File: config.mk
export PLATFORM = sky130hd
export DESIGN_NAME = general_output_pin_mux
export DESIGN_NICKNAME = d
export VERILOG_FILES = /design/src/pin_mux_pkg.sv /design/src/pin_mux_select.sv /design/src/pin_driver.sv /design/src/general_output_pin_mux.sv
export SDC_FILE = /design/constraint.sdc
export NUM_CORES = 1
export LEC_CHECK = 0
export ABC_CLOCK_PERIOD_IN_PS = 2060
export BUFFER_PORTS_ARGS = -buffer_cell sky130_fd_sc_hd__buf_2
export CAP_MARGIN = 5
export CELL_PAD_IN_SITES_DETAIL_PLACEMENT = 2
export CELL_PAD_IN_SITES_GLOBAL_PLACEMENT = 2
export CORE_ASPECT_RATIO = 0.75
export CORE_MARGIN = 8
export CORE_UTILIZATION = 26
export CTS_CLUSTER_SIZE = 24
export DETAILED_ROUTE_END_ITERATION = 7
export GPL_TIMING_DRIVEN = 0
export PLACE_DENSITY_LB_ADDON = 0.15
export SLEW_MARGIN = 20
export SYNTH_ARGS = -nofsm -noshare
export SYNTH_HDL_FRONTEND = slang
export SYNTH_SLANG_ARGS = --single-unit
File: constraint.sdc
create_clock -name clk_i -period 2.06 [get_ports clk_i]
set_input_delay 0.309 -clock clk_i [delete_from_list [all_inputs] [get_ports clk_i]]
set_output_delay 0.309 -clock clk_i [all_outputs]
set_load 0.02 [all_outputs]
File: src/pin_mux_pkg.sv
//
// ---------------------------------------------------------------------------
// Behaviour
// ---------------------------------------------------------------------------
// Behaviour
// - Codes 11 to 15 put the modulator clock, the auxiliary clock and the auxiliary serial clock, enable and data out on the pin.
// - Code 16 puts the phase detector down pulse on the pin and code 17 the up pulse.
// - Code 18 puts the delayed sigma-delta clock on the pin and code 19 the sigma-delta core clock.
// - Codes 20, 21 and 22 put the integer, fractional and auxiliary write strobes on the pin.
// - Codes 23, 24 and 25 put the latch enable, divider reset and seed load strobe on the pin.
// - Codes 26 to 29 are unused and drive a fixed low.
// - Code 30 puts the serial output buffer enable on the pin and code 31 the soft reset.
// - Bit 5 is a read/write test level that drives the pin when the test source is selected.
// - Bit 6 set forces general output data only; clear lets serial read data take the pin during reads.
// - Bit 7 set keeps the pin driver on; clear enables it only during a serial read cycle.
// - Bit 8 clear enables the strong high-side drive; set disables it.
// - Codes 8, 9 and 10 put the reference buffer, reference divider and oscillator divider outputs on the pin.
package pin_mux_pkg;

    localparam int DATA_W = 32;
    localparam int ADDR_W = 4;

    // Register byte offsets.
    localparam logic [ADDR_W-1:0] OFS_CTRL = 4'h0;
    localparam logic [ADDR_W-1:0] OFS_STATUS = 4'h4;
    localparam logic [ADDR_W-1:0] OFS_SOURCES = 4'h8;

    // Control register fields.
    localparam int SEL_LSB = 0;
    localparam int SEL_W = 5;
    localparam int TEST_BIT = 5;
    localparam int FORCE_BIT = 6;
    localparam int KEEP_ON_BIT = 7;
    localparam int HS_OFF_BIT = 8;
    localparam int CTRL_W = 9;

    // Status register fields.
    localparam int ST_PIN_BIT = 0;
    localparam int ST_OE_BIT = 1;
    localparam int ST_HS_BIT = 2;
    localparam int ST_READ_BIT = 3;

    localparam logic [SEL_W-1:0] SEL_RESET = 5'h00;
    localparam logic [CTRL_W-1:0] CTRL_RESET = 9'h000;

    // Test source selector code.
    localparam logic [SEL_W-1:0] SEL_TEST = 5'h01;

    localparam int NUM_SRC = 32;

endpackage

File: src/pin_mux_select.sv
`timescale 1ns/100ps
module pin_mux_select (
    input wire logic clk_i,
    input wire logic reset_n_i,
    input wire logic [pin_mux_pkg::SEL_W-1:0] sel_i,
    input wire logic test_level_i,
    input wire logic [pin_mux_pkg::NUM_SRC-1:0] sources_i,
    output logic general_output_source_o
);
    import pin_mux_pkg::*;

    logic mux_nxt;

    always_comb begin
        mux_nxt = 1'b0;
        case (sel_i)
            SEL_TEST: mux_nxt = test_level_i;
            5'h08, 5'h09, 5'h0A: mux_nxt = sources_i[sel_i];
            5'h0B, 5'h0C, 5'h0D, 5'h0E, 5'h0F: mux_nxt = sources_i[sel_i];
            5'h10, 5'h11: mux_nxt = sources_i[sel_i];
            5'h12, 5'h13: mux_nxt = sources_i[sel_i];
            5'h14, 5'h15, 5'h16: mux_nxt = sources_i[sel_i];
            5'h17, 5'h18, 5'h19: mux_nxt = sources_i[sel_i];
            5'h1A, 5'h1B, 5'h1C, 5'h1D: mux_nxt = 1'b0;
            5'h1E, 5'h1F: mux_nxt = sources_i[sel_i];
            default: mux_nxt = 1'b0;
        endcase
    end

    // ---------------------------------------------------------------------
    // Registered output
    // ---------------------------------------------------------------------
    // Registering costs a cycle of delay but keeps decode glitches off the pin.
    // registered multiplexer
    always_ff @(posedge clk_i or negedge reset_n_i) begin
        if (!reset_n_i) begin
            general_output_source_o <= 1'b0;
        end else begin
            general_output_source_o <= mux_nxt;
        end
    end

endmodule

File: src/pin_driver.sv
`timescale 1ns/100ps
module pin_driver (
    input wire logic clk_i,
    input wire logic reset_n_i,
    input wire logic general_output_source_i,
    input wire logic serial_read_data_out_i,
    input wire logic serial_read_active_i,
    input wire logic force_general_output_only_i,
    input wire logic pin_driver_keep_on_i,
    input wire logic high_side_drive_off_i,
    output logic pin_o,
    output logic pin_oe_o,
    output logic high_side_en_o
);
    import pin_mux_pkg::*;

    always_ff @(posedge clk_i or negedge reset_n_i) begin
        if (!reset_n_i) begin
            pin_o <= 1'b0;
        end else if (!force_general_output_only_i && serial_read_active_i) begin
            pin_o <= serial_read_data_out_i;
        end else begin
            pin_o <= general_output_source_i;
        end
    end

    always_ff @(posedge clk_i or negedge reset_n_i) begin
        if (!reset_n_i) begin
            pin_oe_o <= 1'b0;
        end else begin
            pin_oe_o <= pin_driver_keep_on_i | serial_read_active_i;
        end
    end

    always_ff @(posedge clk_i or negedge reset_n_i) begin
        if (!reset_n_i) begin
            high_side_en_o <= 1'b1;
        end else begin
            high_side_en_o <= ~high_side_drive_off_i;
        end
    end

endmodule

File: src/general_output_pin_mux.sv
// Implementation choices: register access over Avalon-MM and the placing of the registers.
`timescale 1ns/100ps
module general_output_pin_mux (
    input wire logic clk_i,
    input wire logic reset_n_i,
    input wire logic [pin_mux_pkg::ADDR_W-1:0] avs_address_i,
    input wire logic avs_read_i,
    input wire logic avs_write_i,
    input wire logic [pin_mux_pkg::DATA_W-1:0] avs_writedata_i,
    input wire logic [3:0] avs_byteenable_i,
    output logic [pin_mux_pkg::DATA_W-1:0] avs_readdata_o,
    output logic avs_waitrequest_o,
    input wire logic [pin_mux_pkg::NUM_SRC-1:0] sources_i,
    input wire logic serial_read_data_out_i,
    input wire logic serial_read_active_i,
    output logic lock_detect_serial_out_pin_o,
    output logic lock_detect_serial_out_pin_oe_o,
    output logic high_side_en_o
);
    import pin_mux_pkg::*;

    logic [CTRL_W-1:0] ctrl_r;
    logic ack_r;
    logic gen_out;
    logic [NUM_SRC-1:0] src_snap_r;

    // ---------------------------------------------------------------------
    // Bus handshake
    // ---------------------------------------------------------------------
    // Each access waits one cycle: waitrequest falls in the cycle after the
    // request appears and rises again as soon as the request is taken.
    always_ff @(posedge clk_i or negedge reset_n_i) begin
        if (!reset_n_i) begin
            ack_r <= 1'b0;
        end else begin
            ack_r <= (avs_read_i | avs_write_i) & ~ack_r;
        end
    end

    // Waitrequest has a flop of its own that always holds the inverse of ack_r.
    // The port then comes straight from a register and cannot glitch.
    always_ff @(posedge clk_i or negedge reset_n_i) begin
        if (!reset_n_i) begin
            avs_waitrequest_o <= 1'b1;
        end else begin
            avs_waitrequest_o <= ~((avs_read_i | avs_write_i) & ~ack_r);
        end
    end

    always_ff @(posedge clk_i or negedge reset_n_i) begin
        if (!reset_n_i) begin
            ctrl_r <= CTRL_RESET;
        end else if (avs_write_i && ack_r && avs_address_i == OFS_CTRL) begin
            if (avs_byteenable_i[0]) begin
                ctrl_r[7:0] <= avs_writedata_i[7:0];
            end
            if (avs_byteenable_i[1]) begin
                ctrl_r[8] <= avs_writedata_i[8];
            end
        end
    end

    always_ff @(posedge clk_i or negedge reset_n_i) begin
        if (!reset_n_i) begin
            src_snap_r <= '0;
        end else begin
            src_snap_r <= sources_i;
        end
    end

    always_ff @(posedge clk_i or negedge reset_n_i) begin
        if (!reset_n_i) begin
            avs_readdata_o <= '0;
        end else if (avs_read_i && !ack_r) begin
            case (avs_address_i)
                OFS_CTRL: avs_readdata_o <= {{(DATA_W-CTRL_W){1'b0}}, ctrl_r};
                OFS_STATUS: avs_readdata_o <= {28'h0000000, serial_read_active_i,
                    high_side_en_o, lock_detect_serial_out_pin_oe_o,
                    lock_detect_serial_out_pin_o};
                OFS_SOURCES: avs_readdata_o <= src_snap_r;
                default: avs_readdata_o <= '0;
            endcase
        end
    end

    // ---------------------------------------------------------------------
    // Source selection and pin drive
    // ---------------------------------------------------------------------
    // test bit feeds mux
    pin_mux_select u_select (
        .clk_i(clk_i),
        .reset_n_i(reset_n_i),
        .sel_i(ctrl_r[SEL_LSB +: SEL_W]),
        .test_level_i(ctrl_r[TEST_BIT]),
        .sources_i(sources_i),
        .general_output_source_o(gen_out)
    );

    pin_driver u_driver (
        .clk_i(clk_i),
        .reset_n_i(reset_n_i),
        .general_output_source_i(gen_out),
        .serial_read_data_out_i(serial_read_data_out_i),
        .serial_read_active_i(serial_read_active_i),
        .force_general_output_only_i(ctrl_r[FORCE_BIT]),
        .pin_driver_keep_on_i(ctrl_r[KEEP_ON_BIT]),
        .high_side_drive_off_i(ctrl_r[HS_OFF_BIT]),
        .pin_o(lock_detect_serial_out_pin_o),
        .pin_oe_o(lock_detect_serial_out_pin_oe_o),
        .high_side_en_o(high_side_en_o)
    );

endmodule

**Yosys cells after proc, flatten, opt, wreduce, memory -nomap -nowiden**

Index checks and enable logic that the tools add are counted.

- Bits in writable memories: 0
- Flip-flop bits (word level): 79
- Memories: 0
- Bits in read-only memories: 0
- Logic and storage cells: 55
- Latch bits: 0

- Equal/unequal tests: 23
- Divide/modulo/power cells: 0
- Reductions and logical operators: 10
- $add $sub $neg: 0
- Multiplexer cells: 5
- Shift operators: 0
- Bitwise gates (word level): 6
- $mul: 0
- $lt $le $gt $ge: 1

Operators by type and width:

| kind | number |
|---|---|
| $pmux W32 S3 | 1 |
| $eq A5 B5 Y1 const B | 12 |
| $eq A5 B4 Y1 const B | 8 |
| $reduce_or A20 Y1 | 1 |
| $lt A5 B6 Y1 const B | 1 |
| $bmux W1 S5 | 1 |
| $eq A5 B1 Y1 const B | 1 |
| $eq A4 B3 Y1 const B | 1 |
| $eq A4 B4 Y1 const B | 1 |
| $logic_and A1 B1 Y1 | 4 |
| $logic_not A4 Y1 | 1 |
| $reduce_and A2 Y1 | 2 |
| $not A1 Y1 | 3 |
| $logic_not A1 Y1 | 2 |
| $mux W1 | 2 |
| $or A1 B1 Y1 | 2 |
| $pmux W1 S2 | 1 |
| $and A1 B1 Y1 | 1 |

**Logic depth before layout (Yosys ltp)**

- Word-level depth: 3
- Gate-level depth with buffers: 7

**By module**

From an unflattened synthesis, not the netlist that was laid out.

- Cells, all modules: 200
- Area, all modules: 2934.1 um2

By module, submodules not included:

| module | cells an instance | times used | area each (um2) |
|---|---|---|---|
| general_output_pin_mux | 158 | 1 | 2513.7 |
| pin_mux_select | 35 | 1 | 312.8 |
| pin_driver | 7 | 1 | 107.6 |

**Least setup slack after synthesis**

OpenSTA, ideal clock, no wires.

- Path kind: reg-to-reg
- From: reg ctrl_r[0]
- To: reg u_select.general_output_source_o
- Cell stages (with the launch flop): 7
- Arrival time: 1634 ps
- Period minus slack after synthesis: 1700 ps
- Path slack: 360 ps
- Path through: dfrtp_1 > buf_6 > mux4_2 > nor3_1 > or4_4 > nor4_2 > a22o_1

- Word-level cells in the longest chain between the ends: 3

Ends and longest elaborated chain:

| item | line | RTL |
|---|---|---|
| start: declaration | general_output_pin_mux.sv:22 | `logic [CTRL_W-1:0] ctrl_r;` |
| start signal: assignment | general_output_pin_mux.sv:55 | `ctrl_r[7:0] <= avs_writedata_i[7:0];` |
| $bmux W1 S5 (tied with other cells) | -- |  |
| $mux W1 (not written as such) or $reduce_or A20 Y1 (tied branches) | -- |  |
| $pmux W1 S2 (*) | pin_mux_select.sv:16 | `case (sel_i)` |
| via u_select.mux_nxt | pin_mux_select.sv:12 | `logic mux_nxt;` |
| end signal: assignment | pin_mux_select.sv:39 | `general_output_source_o <= mux_nxt;` |
| end: declaration | pin_mux_select.sv:8 | `output logic general_output_source_o` |

Mark *: on every way through the listed nets, which the timed path passes. The rest lies on a longest branch. The select of a mux whose other input is x is not followed.
A chain may end at the register's enable or synchronous reset.

**Final worst setup path**

- From: reg ctrl_r[1]
- To: reg u_select.general_output_source_o

The elaborated chain is that of the path after synthesis.

==> flow_summary.toml <==
[critical_path]
max_stage_delay_ns = 0.45
cp.arrival_ns = 2.13
regToRegEndpoint = "u_select.general_output_source_o$_DFF_PN0_"
reg2reg_depth = 7
end_kind = "register"
worstPathRequired_ns = 2.32
cp_cell_sequence = "buf_2 > buf_4 > nor3b_1 > a2111oi_0 > or4_4 > nor4_2 > a22o_1"
critPathLaunchType = "register"
crit_path_max_fanout = 10
crit-reg2reg-launch = "ctrl_r[1]$_DFFE_PN0P_"
r2r_setup_slack_ns = 0.19
crit_type = "reg2reg"
slowest_stage = "or4_4"

[grt]
grt_usage = 0.121
grt-ovfl-total = 0
grt_max_degree = 48
grt_pass1_wl_um = 14000
grt_pass1_vias = 2418
antenna_found_initial = 0

[sta]
finalCritPeriodShare = 0.907
fmax_ghz = 0.535
slew-limit-headroom = 0.398
fin_ws_ns = 0.191
hold_ws_ns = 0.0803
report.final.slew_viol_count = 0
finalSetupViolCount = 0
hold_viol_final = 0
clock_skew_ns = 0.00348
tightestPinTransition_ns = 0.901
period_minus_slack_ns = 1.87
rsz0062_at_grt = "no"

[placement]
place_inst = 431
numPortBuffers = 87
dpl_cell_area_um2 = 3580
dp_hpwl_um = 6350
dp_slack_ns = -0.0295
place_congestion = 0.710

[layout]
final_net_count = 381
drive_above_1_share = 0.422
areaGrowthSynthToFinish_pct = 34.3
final_area_um2 = 3950
finalNonFillerCells = 448
fin_util = 0.360
final_cell_mix = "buf_2, dfrtp_1, a22o_1"
diodes = 0
mostFrequentLayoutCell = "buf_2"
fillers = 1163

[floorplan]
num_io_pins = 114
dieArea_um2 = 15000
start_util = 0.268
coreArea_um2 = 11000
dieWidth_um = 139
rows = 33
die_h_um = 108

[clock_network]
clockBufferDepth = 2
clock-root-buffer = "clkbuf_16"
clk_pin_slew_ns = 0.06
clk_latency_ns = 0.33
postCtsSetupBuffers = 0
cts_tree = "done"
htreeDepth = 3
cts_sinks = 79
cts_buffers = 9

[min_path]
hp-start = "sources_i[4]"
worst_hold_path_type = "in2reg"
min_delay_path_depth = 1
holdPathEnd = "src_snap_r[4]$_DFF_PN0_"

[synthesis]
ys_ff_latch = 79
syn_nets = 281
ys_types = 33
syn_inst = 203
synthTopCellsByArea = "dfrtp_1, a22o_1, mux2_2"
synth_edf_count = 0
avgSynthCellArea_um2 = 14.5
synth_top_area_share = 0.655
synthArstFlopShare = 1.00
synth_area_um2 = 2940
ys.flop_type = "dfrtp_1"
ys.warnings.count = 0
synth_top_cell_by_area = "dfrtp_1"
synth.yosys.seq_area_share = 0.673

[drt]
routed_wirelength_um = 8510
drt.antenna.violating_nets = 0
drc_errors = 0
vias_per_cell = 4.56
vias = 2042
wl_per_cell_um = 19.0
drt_iter0_drc = 72
drt_pass1_iterations = 4

[power_and_ir_drop]
vdd_drop_max_v = 0.000342
switching_share = 0.233
p_leak_nw = 1.96
p_int_w = 0.00307
power_switching_w = 0.000933
p_clk_frac = 0.459
p_per_area_nw_per_um2 = 1010
power_frac_comb = 0.115
seq_power_share = 0.426

[outcome]
status = "complete, no violations"

[job]
maxCapViolations = 0
[cell type report]
| cell class | instances | area, µm² | area share |
|---|---|---|---|
| multi-input cells | 107 | 872 | 0.221 |
| clock buffers | 10 | 239 | 0.0605 |
| flip-flops and latches | 79 | 1980 | 0.501 |
| repair buffers | 89 | 475 | 0.120 |
| clock inverters | 6 | 108 | 0.0272 |
| well taps | 140 | 175 | 0.0443 |
| inverters | 4 | 15.0 | 0.00380 |
| plain buffers | 13 | 87.6 | 0.0222 |
[flip-flops by register name (all words and copies together) (netlist names)]
signal                            count
ack_r                                 1
u_driver.pin_oe_o                     1
u_driver.high_side_en_o               1
avs_readdata_o                       32
u_select.general_output_source_o      1
avs_waitrequest_o                     1
ctrl_r                                9
src_snap_r                           32
u_driver.pin_o                        1
[cell families (layout without fill, tap and decap cells)]
family,Yosys count,in the layout,synth area share
flip-flops,79,79,0.673
AO/OA/AOI/OAI,45,45,0.119
AND/OR/NAND/NOR,36,36,0.0698
multiplexers,26,26,0.104
buffers and inverters,17,122,0.0340
[worst max path at each step]
stage | start | end | slack (ns) | cells past startpoint
floorplan | ctrl_r[0]$_DFFE_PN0P_ | u_select.general_output_source_o$_DFF_PN0_ | 0.36 | 6
global placement | reset_n_i | src_snap_r[3]$_DFF_PN0_ | 0.03 | 1
detailed placement | avs_address_i[2] | avs_readdata_o[22]$_DFFE_PN0P_ | -0.03 | 6
CTS | ack_r$_DFF_PN0_ | avs_readdata_o[23]$_DFFE_PN0P_ | 0.10 | 6
global route | ack_r$_DFF_PN0_ | avs_readdata_o[21]$_DFFE_PN0P_ | 0.007 | 6
finish | ctrl_r[1]$_DFFE_PN0P_ | u_select.general_output_source_o$_DFF_PN0_ | 0.19 | 7
[metrics by stage]
| stage | total power [W] | setup TNS, ns |
|---|---|---|
| floorplan | 0.00198 | 0 |
| global placement | 0.00219 | 0 |
| detailed placement | 0.00220 | -0.217 |
| CTS | 0.00409 | 0 |
| global route | 0.00419 | 0 |
| finish | 0.00400 | 0 |
[Yosys cell counts (2+ instances only)]
| library cell | n |
|---|---|
| nor4b_1 | 3 |
| inv_1 | 4 |
| or2_2 | 2 |
| dfrtp_1 | 77 |
| clkbuf_1 | 6 |
| buf_6 | 2 |
| nor2_1 | 4 |
| a22o_1 | 28 |
| a2111oi_0 | 2 |
| mux2_1 | 4 |
| nor3b_1 | 2 |
| mux2_2 | 10 |
| nor3_1 | 3 |
| dfstp_2 | 2 |
| mux2i_1 | 10 |
| buf_2 | 4 |
| nand2_1 | 13 |
| o21ai_0 | 10 |
| nand2b_1 | 3 |
[metal layers]
layer	vias to the layer above	part of all wire	track usage
met5	-	0	0
met4	0	0.013	0.0422
met3	9	0.055	0.0427
met2	52	0.46	0.187
met1	1036	0.48	0.157
li1	945	-	-
[critical path: cells and delay by family, from the launching register on]
family	cells	cell delay, ns
AO/OA/AOI/OAI	2	0.28
buffers and inverters	2	0.38
AND/OR/NAND/NOR	3	0.79
flip-flops	1	0.35
[timing repair]
item | in CTS | in global routing
endpoints found under the hold margin | 31 | 0
setup endpoints to repair | 10 | 1
gates resized for setup | 1 | 4
hold buffers | 1 | 0
[power groups by stage]
stage               Sequential [W]  Combinational [W]  Clock (W)
finish                     0.00171           0.000459    0.00184
floorplan                  0.00176           0.000219          0
global route               0.00172           0.000512    0.00196
CTS                        0.00171           0.000471    0.00191
global placement           0.00173           0.000453          0
detailed placement         0.00173           0.000467          0
(Power assumes the default switching activity.)
